`config.mk`:
```
export PLATFORM = sky130hd
export DESIGN_NAME = crf_core
export DESIGN_NICKNAME = d
export VERILOG_FILES = /design/src/common/crf_pkg.sv /design/src/design/crf_core.sv
export SDC_FILE = /design/constraint.sdc
export NUM_CORES = 1
export LEC_CHECK = 0
export BUFFER_PORTS_ARGS = -buffer_cell sky130_fd_sc_hd__buf_4
export CAP_MARGIN = 40
export CELL_PAD_IN_SITES_DETAIL_PLACEMENT = 1
export CELL_PAD_IN_SITES_GLOBAL_PLACEMENT = 2
export CORE_MARGIN = 5
export CORE_UTILIZATION = 38
export DETAILED_ROUTE_END_ITERATION = 8
export PLACE_DENSITY_LB_ADDON = 0.1
export SETUP_SLACK_MARGIN = 0.02
export SYNTH_ARGS = -nofsm -noshare
export SYNTH_HDL_FRONTEND = slang
export SYNTH_SLANG_ARGS = --single-unit
export TNS_END_PERCENT = 100
```
`constraint.sdc`:
```
create_clock -name clk_sys_i -period 7.9 [get_ports clk_sys_i]
set_input_delay 0.79 -clock clk_sys_i [delete_from_list [all_inputs] [get_ports clk_sys_i]]
set_output_delay 0.79 -clock clk_sys_i [all_outputs]
set_load 0.01 [all_outputs]
```
`src/common/crf_pkg.sv`:
```
package crf_pkg;

  // ****************************************************************
  // Register indices and field positions
  // ****************************************************************
  localparam logic [2:0] GPR_ACCUM  = 3'h0;
  localparam logic [2:0] GPR_COUNT  = 3'h1;
  localparam logic [2:0] GPR_DATA   = 3'h2;
  localparam logic [2:0] GPR_BASE   = 3'h3;
  localparam logic [2:0] GPR_STACK  = 3'h4;
  localparam logic [2:0] GPR_BASEP  = 3'h5;
  localparam logic [2:0] GPR_SRCIDX = 3'h6;
  localparam logic [2:0] GPR_DSTIDX = 3'h7;
  localparam logic [2:0] GPR_SPLIT_LIMIT = 3'h4;

  localparam logic [1:0] SEG_EXTRA = 2'h0;
  localparam logic [1:0] SEG_CODE  = 2'h1;
  localparam logic [1:0] SEG_STACK = 2'h2;
  localparam logic [1:0] SEG_DATA  = 2'h3;

  localparam int FLG_CARRY = 0;
  localparam int FLG_PAR   = 2;
  localparam int FLG_AUX   = 4;
  localparam int FLG_ZERO  = 6;
  localparam int FLG_SIGN  = 7;
  localparam int FLG_TRACE = 8;
  localparam int FLG_INTEN = 9;
  localparam int FLG_DIR   = 10;
  localparam int FLG_OVF   = 11;
  localparam int AUX_BIT   = 4;

  localparam logic [15:0] FLAGS_WRITABLE = 16'h0fd5;
  localparam logic [15:0] FLAGS_STATUS   = 16'h08d5;
  localparam logic [15:0] FLAGS_RSVD_VAL = 16'h0000;
  localparam logic [15:0] RESET_WORD     = 16'h0000;

  localparam logic [15:0] IO_RSVD_LO = 16'h00f8;
  localparam logic [15:0] IO_RSVD_HI = 16'h00ff;

  // ****************************************************************
  // Access kinds and bus map
  // ****************************************************************
  typedef enum logic [1:0] {MEM_FETCH, MEM_DATA, MEM_STACK} crf_mem_kind_e;
  typedef enum logic [1:0] {EA_NONE, EA_BASE, EA_BASEP} crf_base_sel_e;
  typedef enum logic [1:0] {IX_NONE, IX_SRC, IX_DST} crf_idx_sel_e;

  localparam logic [7:0] OFS_GPR_BASE = 8'h00;
  localparam logic [7:0] OFS_SEG_BASE = 8'h20;
  localparam logic [7:0] OFS_IP       = 8'h30;
  localparam logic [7:0] OFS_FLAGS    = 8'h34;
  localparam logic [7:0] OFS_MEMADDR  = 8'h38;
  localparam logic [7:0] OFS_IOADDR   = 8'h3c;
  localparam logic [1:0] RESP_OKAY    = 2'h0;
  localparam logic [1:0] RESP_SLVERR  = 2'h2;

endpackage

```
`src/design/crf_core.sv`:
```
// Overview of operation
// [RULE1] Eight word registers, four split into bytes.
// [RULE2] Base/index registers form operand offsets.
// [RULE3] Stack accesses use stack pointer, stack segment.
// [RULE4] Four segment selectors: code, data, extra, stack.
// [RULE5] Instruction pointer offsets next instruction from code.
// [RULE6] Flag word status and control bit layout.
// [RULE7] Flags set, cleared, kept or undefined per instruction.
// [RULE8] Overflow set when signed result does not fit.
// [RULE9] Direction flag: decrement when set, else increment.
// [RULE10] Interrupt-enable gates maskable interrupts.
// [RULE11] Trace interrupt after instructions, then clears trace.
// [RULE12] Sign flag equals result high bit.
// [RULE13] Zero flag set on zero result.
// [RULE14] Aux carry from low nibble carry or borrow.
// [RULE15] Parity set on even ones in low byte.
// [RULE16] Carry set on high bit carry or borrow.
// [RULE17] Segments span 64K; segment plus offset addressing.
// [RULE18] Physical address is segment shifted four plus offset.
// [RULE19] I/O space of byte or word ports.
// [RULE20] Port address from immediate byte or data word.
// [RULE21] Immediate port address zero-extended, high byte low.
// [RULE22] Ports F8h to FFh reserved for software.
// [RULE23] Reserved flag bits read fixed, ignore writes.
`timescale 1ns/1ps
module crf_core (
  input  wire logic                  clk_sys_i,
  input  wire logic                  rstn_i,
  // Execution unit: register writes and reads.
  input  wire logic                  ex_wr_i,
  input  wire logic [2:0]            ex_wr_idx_i,
  input  wire logic [1:0]            ex_wr_be_i,
  input  wire logic [15:0]           ex_wr_data_i,
  input  wire logic [2:0]            ex_rd_idx_i,
  output logic      [15:0]           ex_rd_data_o,
  input  wire logic                  seg_wr_i,
  input  wire logic [1:0]            seg_wr_idx_i,
  input  wire logic [15:0]           seg_wr_data_i,
  input  wire logic                  ip_load_i,
  input  wire logic [15:0]           ip_load_val_i,
  input  wire logic                  ip_adv_i,
  input  wire logic [2:0]            ip_adv_len_i,
  output logic      [15:0]           ip_o,
  // Flag updates.
  input  wire logic                  alu_upd_i,
  input  wire logic                  alu_word_i,
  input  wire logic                  alu_sub_i,
  input  wire logic                  alu_cin_i,
  input  wire logic [15:0]           alu_a_i,
  input  wire logic [15:0]           alu_b_i,
  input  wire logic [15:0]           alu_mask_i,
  output logic      [15:0]           alu_result_o,
  input  wire logic [15:0]           flag_set_i,
  input  wire logic [15:0]           flag_clr_i,
  input  wire logic                  flag_load_i,
  input  wire logic [15:0]           flag_load_val_i,
  output logic      [15:0]           flags_o,
  // Interrupt and trace.
  input  wire logic                  intr_req_i,
  output logic                       intr_take_o,
  input  wire logic                  instr_done_i,
  output logic                       trace_req_o,
  input  wire logic                  trace_push_done_i,
  // String index stepping.
  input  wire logic                  str_step_i,
  input  wire logic                  str_word_i,
  input  wire logic                  str_src_i,
  input  wire logic                  str_dst_i,
  // Memory address generation.
  input  wire logic                  mem_req_i,
  input  wire crf_pkg::crf_mem_kind_e mem_kind_i,
  input  wire logic [1:0]            mem_seg_sel_i,
  input  wire crf_pkg::crf_base_sel_e mem_base_sel_i,
  input  wire crf_pkg::crf_idx_sel_e mem_idx_sel_i,
  input  wire logic [15:0]           mem_disp_i,
  output logic                       mem_valid_o,
  output logic      [15:0]           mem_seg_o,
  output logic      [15:0]           mem_off_o,
  output logic      [19:0]           mem_addr_o,
  // I/O port address generation.
  input  wire logic                  io_req_i,
  input  wire logic                  io_use_dx_i,
  input  wire logic [7:0]            io_imm_i,
  input  wire logic                  io_word_i,
  output logic                       io_valid_o,
  output logic      [15:0]           io_addr_o,
  output logic                       io_word_o,
  output logic                       io_rsvd_o,
  // AXI4-Lite slave.
  input  wire logic [7:0]            s_axi_awaddr,
  input  wire logic                  s_axi_awvalid,
  output logic                       s_axi_awready,
  input  wire logic [31:0]           s_axi_wdata,
  input  wire logic [3:0]            s_axi_wstrb,
  input  wire logic                  s_axi_wvalid,
  output logic                       s_axi_wready,
  output logic      [1:0]            s_axi_bresp,
  output logic                       s_axi_bvalid,
  input  wire logic                  s_axi_bready,
  input  wire logic [7:0]            s_axi_araddr,
  input  wire logic                  s_axi_arvalid,
  output logic                       s_axi_arready,
  output logic      [31:0]           s_axi_rdata,
  output logic      [1:0]            s_axi_rresp,
  output logic                       s_axi_rvalid,
  input  wire logic                  s_axi_rready
);
  import crf_pkg::*;

  logic [15:0] gpr_reg [8];
  logic [15:0] seg_reg [4];
  logic [15:0] ip_reg;
  logic [15:0] flags_reg;
  logic        trace_reg;
  logic        aw_hold_reg;
  logic        w_hold_reg;
  logic [7:0]  awaddr_reg;
  logic [15:0] wdata_reg;
  logic [1:0]  wstrb_reg;
  logic        bvalid_reg;
  logic [1:0]  bresp_reg;
  logic        rvalid_reg;
  logic [31:0] rdata_reg;
  logic [1:0]  rresp_reg;
  logic        wr_fire;
  logic [15:0] str_delta;

  // ****************************************************************
  // AXI4-Lite write path
  // ****************************************************************
  // Address and data are latched separately, so either may come first.
  assign s_axi_awready = !aw_hold_reg && !bvalid_reg;
  assign s_axi_wready  = !w_hold_reg && !bvalid_reg;
  assign wr_fire       = aw_hold_reg && w_hold_reg && !bvalid_reg;

  always_ff @(posedge clk_sys_i or negedge rstn_i) begin
    if (!rstn_i) begin
      aw_hold_reg <= 1'b0;
      w_hold_reg  <= 1'b0;
      awaddr_reg  <= 8'h00;
      wdata_reg   <= RESET_WORD;
      wstrb_reg   <= 2'b00;
      bvalid_reg  <= 1'b0;
      bresp_reg   <= RESP_OKAY;
    end else begin
      if (s_axi_awvalid && s_axi_awready) begin
        aw_hold_reg <= 1'b1;
        awaddr_reg  <= s_axi_awaddr;
      end
      if (s_axi_wvalid && s_axi_wready) begin
        w_hold_reg <= 1'b1;
        wdata_reg  <= s_axi_wdata[15:0];
        wstrb_reg  <= s_axi_wstrb[1:0];
      end
      if (wr_fire) begin
        aw_hold_reg <= 1'b0;
        w_hold_reg  <= 1'b0;
        bvalid_reg  <= 1'b1;
        bresp_reg   <= (awaddr_reg > OFS_FLAGS || awaddr_reg[1:0] != 2'b00) ?
                       RESP_SLVERR : RESP_OKAY;
      end else if (s_axi_bready) begin
        bvalid_reg <= 1'b0;
      end
    end
  end

  assign s_axi_bvalid = bvalid_reg;
  assign s_axi_bresp  = bresp_reg;

  function automatic logic [15:0] merge_bytes(input logic [15:0] old_val);
    merge_bytes = {wstrb_reg[1] ? wdata_reg[15:8] : old_val[15:8],
                   wstrb_reg[0] ? wdata_reg[7:0]  : old_val[7:0]};
  endfunction

  // ****************************************************************
  // General registers
  // ****************************************************************
  // Execution-unit writes outrank a bus write landing in the same cycle.
  assign str_delta = str_word_i ? 16'h0002 : 16'h0001;

  for (genvar g = 0; g < 8; g++) begin : g_gpr
    localparam logic [2:0] IDX = 3'(g);
    logic [1:0] be_eff;
    logic       step_me;
    assign be_eff  = (IDX < GPR_SPLIT_LIMIT) ? ex_wr_be_i : 2'b11; // see [RULE1]
    assign step_me = str_step_i && ((IDX == GPR_SRCIDX && str_src_i) ||
                                    (IDX == GPR_DSTIDX && str_dst_i));
    always_ff @(posedge clk_sys_i or negedge rstn_i) begin
      if (!rstn_i) begin
        gpr_reg[g] <= RESET_WORD;
      end else if (ex_wr_i && ex_wr_idx_i == IDX) begin
        if (be_eff[1]) gpr_reg[g][15:8] <= ex_wr_data_i[15:8]; // see [RULE1]
        if (be_eff[0]) gpr_reg[g][7:0]  <= ex_wr_data_i[7:0];
      end else if (step_me) begin
        gpr_reg[g] <= flags_reg[FLG_DIR] ? gpr_reg[g] - str_delta
                                         : gpr_reg[g] + str_delta; // see [RULE9]
      end else if (wr_fire && awaddr_reg == OFS_GPR_BASE + {3'b000, IDX, 2'b00}) begin
        gpr_reg[g] <= merge_bytes(gpr_reg[g]);
      end
    end
  end

  always_ff @(posedge clk_sys_i or negedge rstn_i) begin
    if (!rstn_i) ex_rd_data_o <= RESET_WORD;
    else         ex_rd_data_o <= gpr_reg[ex_rd_idx_i];
  end

  // ****************************************************************
  // Segment selectors and instruction pointer
  // ****************************************************************
  for (genvar s = 0; s < 4; s++) begin : g_seg
    localparam logic [1:0] SIDX = 2'(s);
    always_ff @(posedge clk_sys_i or negedge rstn_i) begin
      if (!rstn_i) begin
        seg_reg[s] <= RESET_WORD;
      end else if (seg_wr_i && seg_wr_idx_i == SIDX) begin
        seg_reg[s] <= seg_wr_data_i; // see [RULE4]
      end else if (wr_fire && awaddr_reg == OFS_SEG_BASE + {4'h0, SIDX, 2'b00}) begin
        seg_reg[s] <= merge_bytes(seg_reg[s]);
      end
    end
  end

  always_ff @(posedge clk_sys_i or negedge rstn_i) begin
    if (!rstn_i) begin
      ip_reg <= RESET_WORD;
    end else if (ip_load_i) begin
      ip_reg <= ip_load_val_i;
    end else if (ip_adv_i) begin
      ip_reg <= ip_reg + {13'h0000, ip_adv_len_i}; // see [RULE5]
    end else if (wr_fire && awaddr_reg == OFS_IP) begin
      ip_reg <= merge_bytes(ip_reg);
    end
  end
  assign ip_o = ip_reg;

  // ****************************************************************
  // Flag computation and flag word
  // ****************************************************************
  logic [15:0] b_eff;
  logic        c0;
  logic [16:0] sum_w;
  logic [8:0]  sum_b;
  logic [15:0] res;
  logic        msb_a;
  logic        msb_b;
  logic        msb_r;
  logic [15:0] alu_flags;

  // Subtraction runs as a + ~b + 1 - borrow, so carry out inverts into borrow.
  assign b_eff = alu_sub_i ? ~alu_b_i : alu_b_i;
  assign c0    = alu_sub_i ? !alu_cin_i : alu_cin_i;
  assign sum_w = {1'b0, alu_a_i} + {1'b0, b_eff} + {16'h0000, c0};
  assign sum_b = {1'b0, alu_a_i[7:0]} + {1'b0, b_eff[7:0]} + {8'h00, c0};
  assign res   = alu_word_i ? sum_w[15:0] : {8'h00, sum_b[7:0]};
  assign msb_a = alu_word_i ? alu_a_i[15] : alu_a_i[7];
  assign msb_b = alu_word_i ? b_eff[15] : b_eff[7];
  assign msb_r = alu_word_i ? res[15] : res[7];

  always_comb begin
    alu_flags            = RESET_WORD;
    alu_flags[FLG_CARRY] = (alu_word_i ? sum_w[16] : sum_b[8]) ^ alu_sub_i; // see [RULE16]
    alu_flags[FLG_PAR]   = ~^res[7:0]; // see [RULE15]
    alu_flags[FLG_AUX]   = alu_a_i[AUX_BIT] ^ alu_b_i[AUX_BIT] ^ res[AUX_BIT]; // see [RULE14]
    alu_flags[FLG_ZERO]  = (res == RESET_WORD); // see [RULE13]
    alu_flags[FLG_SIGN]  = msb_r; // see [RULE12]
    alu_flags[FLG_OVF]   = (msb_a == msb_b) && (msb_r != msb_a); // see [RULE8]
  end

  // Lowest to highest priority: bus, flag load, set/clear, result, trace.
  // Flags outside the result mask keep their value, which also serves as the
  // value of any flag left undefined by an instruction.
  logic [15:0] flags_next;
  logic [15:0] upd_mask;
  assign upd_mask = alu_mask_i & FLAGS_STATUS;

  always_comb begin
    flags_next = flags_reg;
    if (wr_fire && awaddr_reg == OFS_FLAGS) flags_next = merge_bytes(flags_reg);
    if (flag_load_i) flags_next = flag_load_val_i;
    flags_next = (flags_next | (flag_set_i & FLAGS_WRITABLE)) &
                 ~(flag_clr_i & FLAGS_WRITABLE); // see [RULE7]
    if (alu_upd_i) flags_next = (flags_next & ~upd_mask) | (alu_flags & upd_mask); // see [RULE7]
    if (trace_push_done_i) flags_next[FLG_TRACE] = 1'b0; // see [RULE11]
  end

  always_ff @(posedge clk_sys_i or negedge rstn_i) begin
    if (!rstn_i) begin
      flags_reg <= FLAGS_RSVD_VAL;
    end else begin
      flags_reg <= (flags_next & FLAGS_WRITABLE) | FLAGS_RSVD_VAL; // see [RULE6] [RULE23]
    end
  end
  assign flags_o = flags_reg;

  always_ff @(posedge clk_sys_i or negedge rstn_i) begin
    if (!rstn_i)        alu_result_o <= RESET_WORD;
    else if (alu_upd_i) alu_result_o <= res;
  end

  // ****************************************************************
  // Interrupt gating and trace request
  // ****************************************************************
  assign intr_take_o = intr_req_i && flags_reg[FLG_INTEN]; // see [RULE10]

  // A new instruction completion wins over the acknowledge in the same cycle.
  always_ff @(posedge clk_sys_i or negedge rstn_i) begin
    if (!rstn_i) begin
      trace_reg <= 1'b0;
    end else if (instr_done_i && flags_reg[FLG_TRACE]) begin
      trace_reg <= 1'b1; // see [RULE11]
    end else if (trace_push_done_i) begin
      trace_reg <= 1'b0;
    end
  end
  assign trace_req_o = trace_reg;

  // ****************************************************************
  // Memory and I/O address generation
  // ****************************************************************
  logic [15:0] ea_base;
  logic [15:0] ea_idx;
  logic [15:0] off_sel;
  logic [15:0] seg_sel;

  always_comb begin
    ea_base = RESET_WORD;
    ea_idx  = RESET_WORD;
    if (mem_base_sel_i == EA_BASE) ea_base = gpr_reg[GPR_BASE]; // see [RULE2]
    else if (mem_base_sel_i == EA_BASEP) ea_base = gpr_reg[GPR_BASEP];
    if (mem_idx_sel_i == IX_SRC) ea_idx = gpr_reg[GPR_SRCIDX];
    else if (mem_idx_sel_i == IX_DST) ea_idx = gpr_reg[GPR_DSTIDX];
    case (mem_kind_i)
      MEM_FETCH: begin
        seg_sel = seg_reg[SEG_CODE]; // see [RULE5]
        off_sel = ip_reg;
      end
      MEM_STACK: begin
        seg_sel = seg_reg[SEG_STACK]; // see [RULE3]
        off_sel = gpr_reg[GPR_STACK];
      end
      default: begin
        seg_sel = seg_reg[mem_seg_sel_i]; // see [RULE17]
        off_sel = ea_base + ea_idx + mem_disp_i; // see [RULE2]
      end
    endcase
  end

  always_ff @(posedge clk_sys_i or negedge rstn_i) begin
    if (!rstn_i) begin
      mem_valid_o <= 1'b0;
      mem_seg_o   <= RESET_WORD;
      mem_off_o   <= RESET_WORD;
      mem_addr_o  <= 20'h0_0000;
    end else begin
      mem_valid_o <= mem_req_i;
      if (mem_req_i) begin
        mem_seg_o  <= seg_sel;
        mem_off_o  <= off_sel;
        mem_addr_o <= {seg_sel, 4'h0} + {4'h0, off_sel}; // see [RULE18]
      end
    end
  end

  logic [15:0] io_sel;
  assign io_sel = io_use_dx_i ? gpr_reg[GPR_DATA] : {8'h00, io_imm_i}; // see [RULE20] [RULE21]

  always_ff @(posedge clk_sys_i or negedge rstn_i) begin
    if (!rstn_i) begin
      io_valid_o <= 1'b0;
      io_addr_o  <= RESET_WORD;
      io_word_o  <= 1'b0;
      io_rsvd_o  <= 1'b0;
    end else begin
      io_valid_o <= io_req_i;
      if (io_req_i) begin
        io_addr_o <= io_sel;
        io_word_o <= io_word_i; // see [RULE19]
        io_rsvd_o <= io_sel >= IO_RSVD_LO && io_sel <= IO_RSVD_HI; // see [RULE22]
      end
    end
  end

  // ****************************************************************
  // AXI4-Lite read path
  // ****************************************************************
  logic [15:0] rd_word;
  logic        rd_ok;
  always_comb begin
    rd_word = RESET_WORD;
    rd_ok   = s_axi_araddr[1:0] == 2'b00;
    if (s_axi_araddr < OFS_SEG_BASE) rd_word = gpr_reg[s_axi_araddr[4:2]];
    else if (s_axi_araddr < OFS_IP) rd_word = seg_reg[s_axi_araddr[3:2]];
    else if (s_axi_araddr == OFS_IP) rd_word = ip_reg;
    else if (s_axi_araddr == OFS_FLAGS) rd_word = flags_reg;
    else if (s_axi_araddr == OFS_MEMADDR) rd_word = mem_off_o;
    else if (s_axi_araddr == OFS_IOADDR) rd_word = io_addr_o;
    else rd_ok = 1'b0;
  end

  assign s_axi_arready = !rvalid_reg;
  always_ff @(posedge clk_sys_i or negedge rstn_i) begin
    if (!rstn_i) begin
      rvalid_reg <= 1'b0;
      rdata_reg  <= 32'h0000_0000;
      rresp_reg  <= RESP_OKAY;
    end else if (s_axi_arvalid && s_axi_arready) begin
      rvalid_reg <= 1'b1;
      rdata_reg  <= (s_axi_araddr == OFS_MEMADDR) ? {12'h000, mem_addr_o} :
                    (rd_ok ? {16'h0000, rd_word} : 32'h0000_0000);
      rresp_reg  <= rd_ok ? RESP_OKAY : RESP_SLVERR;
    end else if (s_axi_rready) begin
      rvalid_reg <= 1'b0;
    end
  end
  assign s_axi_rvalid = rvalid_reg;
  assign s_axi_rdata  = rdata_reg;
  assign s_axi_rresp  = rresp_reg;
endmodule // crf_core

```
==> flow_summary.json <==
{
  "post-route-period-util_pct": 71.29,
  "drtAntennaViolNets": 0,
  "pwr_density_cell_nw_per_um2": 341.0,
  "rows": 95,
  "pwr-share-seq_pct": 33.8,
  "setup_slack_ns": 2.268,
  "cts_buffers": 47,
  "path_cells": "buf_4 > nor2b_1 > buf_4 > a22oi_1 > fa_1 > inv_1 > ha_1 > a211oi_1 > or3b_1 > a31oi_1 > o41ai_1 > o21ai_0 > xnor2_1 > a21oi_1 > ha_1 > o21ai_0 > nand2b_1 > nand3_1 > nor2_1 > and3_1 > a221oi_1 > o31ai_1",
  "drc": 0,
  "die_w_um": 269.1,
  "start_util_pct": 38.12,
  "hold_buffers": 0,
  "r2r_cells": 19,
  "crit_family": "compound AO/OA/AOI/OAI gates",
  "synthCells": 2657,
  "grt_max_degree": 132,
  "cp.depth": 22,
  "via_per_inst": 5.983,
  "yosysTopAreaCell": "dfrtp_1",
  "avgSynthCellArea_um2": 9.602,
  "path_buf_inv": 3,
  "cpPeakStageDelay_ns": 0.61,
  "worst_path_max_delay_cell": "o41ai_1",
  "crit_type": "in2reg",
  "route.detailed.wl_per_inst_um": 28.82,
  "ys_top_cells_by_area": "dfrtp_1 (36%), mux4_2 (8.3%), mux2i_1 (8.2%), mux2_2 (5.5%), a21oi_1 (4.9%)",
  "dieArea_um2": 72420,
  "drive_above_1_share_pct": 26.07,
  "intPower_mw": 6.091,
  "syn_area_um2": 25510,
  "seq_area_frac_synth_pct": 36.29,
  "vias": 23190,
  "synth_common_cells": "dfrtp_1 (370), nor2_1 (278), a21oi_1 (250)",
  "period_needed_ns": 5.632,
  "status": "completed",
  "hold_violations": 0,
  "cts.root.buffer_cell": "clkbuf_16",
  "place.gp.congestion": 0.9371,
  "final_core_util_pct": 46.34,
  "vdd.ir_drop.worst_uv": 170.9,
  "cts.repair.resized": 0,
  "cap_violations": 0,
  "grt_pass1_vias": 24010,
  "min_path_type": "in2async",
  "gr-usage-all-layers_pct": 29.84,
  "yosysWarnings": 0,
  "drt_iter0_drc": 1954,
  "ios": 447,
  "rsz0062_at_grt": "false",
  "worstMarginPinSlew_ns": 0.9592,
  "fin_worst_skew_ns": 0.02205,
  "endpoint_kind": "flop",
  "clock-sinks": 370,
  "p_leak_nw": 13.68,
  "relSlewSlack_pct": 36.05,
  "drv_slew": 0,
  "grt_pass1_wl_mm": 164.9,
  "layout.nets": 3337,
  "met2_usage_pct": 47.62,
  "synth.distinct_cells": 81,
  "async_flop_share_pct": 100.0,
  "io_buffers": 376,
  "cts_max_level": 2,
  "antenna_found_initial": 6,
  "routed_wirelength_mm": 111.7,
  "largest_register_ffs": 128,
  "synth_top_area_share_pct": 36.29,
  "cts_tree": "done",
  "die_h_um": 269.1,
  "crit_path_max_fanout": 16,
  "clock_latency_ns": 0.62,
  "ys_ff_latch": 370,
  "core_area_um2": 66920,
  "grt_overflow": 0,
  "synth_most_common_cell": "dfrtp_1",
  "use_met3_pct": 6.517,
  "area_growth_pct": 21.55,
  "fmax_ghz": 0.1776,
  "synth_flop_cell": "dfrtp_1",
  "use_met1_pct": 40.95,
  "p_sw_mw": 4.484,
  "holdWs_ns": 0.2610,
  "rrSetupSlack_ns": 2.51,
  "post-place-ws_ns": 1.741,
  "synth_edf_count": 0,
  "start_kind": "input port",
  "crit_required_ns": 8.38,
  "busiest_layer": "met2",
  "max-clock-path-buffers": 3,
  "netSwitchingFraction_pct": 42.40,
  "diodes": 0,
  "first_pass_iters": 7,
  "cts.clk_slew.worst_paths_ns": 0.06,
  "setup_tns_ns": 0,
  "crit_arrival_ns": 6.11,
  "nFillCells": 7591,
  "postCtsSetupRepairBufs": 0,
  "pwr-share-comb_pct": 45.3,
  "setup_violations": 0,
  "clock_power_share_pct": 20.9,
  "dp_hpwl_mm": 84.57
}
[per-layer routing]
metal / up-vias / routed length (um)
met5: - / 20
met4: 2 / 3930
met3: 179 / 8727
met2: 914 / 51120
met1: 11830 / 47900
li1: 10270 / -
[cell type report]
class / count / area [um2] / area share, %
clock buffers: 68 / 1395 / 4.499
clock inverters: 13 / 155.1 / 0.5003
inverters: 86 / 322.8 / 1.041
multi-input cells: 2010 / 15150 / 48.86
flip-flops and latches: 370 / 9259 / 29.86
well taps: 873 / 1092 / 3.522
repair buffers: 456 / 3633 / 11.72
[cells in the final DEF (no fill, tap or decap), drive strengths merged, types with 10 or more instances in the layout]
cell type	n
xor2	39
nand4	11
nand2b	23
mux2i	209
buf	456
clkbuf	68
o21bai	11
mux4	96
nand3	42
a32oi	10
a21o	24
and2	11
nor4	13
dfrtp	370
nor3	39
nand3b	12
nor2	278
nand2	209
o21a	11
or2	10
a21oi	251
nor2b	20
o31ai	19
mux2	126
a22oi	38
ha	76
o21ai	162
o22ai	11
a211oi	34
inv	87
xnor2	38
fa	22
a31oi	33
conb	21
o211ai	26
[final timing paths]
path | start | to
worst min register to register | s_axi_rdata[17] | s_axi_rdata[17]
worst max register to register | gpr_reg[18] | mem_addr_o[19]
worst max-delay path | mem_base_sel_i[0] | mem_addr_o[19]
min in group clk_sys_i | flag_clr_i[9] | flags_o[9]
max in group asynchronous | rstn_i | gpr_reg[54]
worst min-delay path | rstn_i | ip_o[0]
[stage by stage]
stage,std cells,area [um2],power [mW]
2_1_floorplan,2677,25590,6.165
3_3_place_gp,3770,29080,8.022
3_5_place_dp,3795,29460,8.336
4_1_cts,3876,31010,10.58
5_1_grt,3876,31010,11.18
6_report,3876,31010,10.58
[power by group through the flow]
stage               Sequential, mW  Clock (mW)  Combinational [mW]
CTS                           3.56        2.25                4.78
global route                  3.64        2.33                5.21
floorplan                     3.17           0                2.99
global placement              3.63           0                4.39
detailed placement            3.59           0                4.75
finish                        3.57        2.21                4.79
[cells by family after synthesis]
logic type / count (synthesis) / share of synthesized area, %
DFF: 370 / 36.29
adders and majority gates: 99 / 5.498
buffers and inverters: 297 / 4.816
other: 1 / 0.01470
muxes: 431 / 22.29
and+or+nand+nor: 700 / 12.17
xor gates and xnor gates: 77 / 2.643
AOI/OAI and AO/OA: 682 / 16.27
Power figures use the tool's default switching activity.
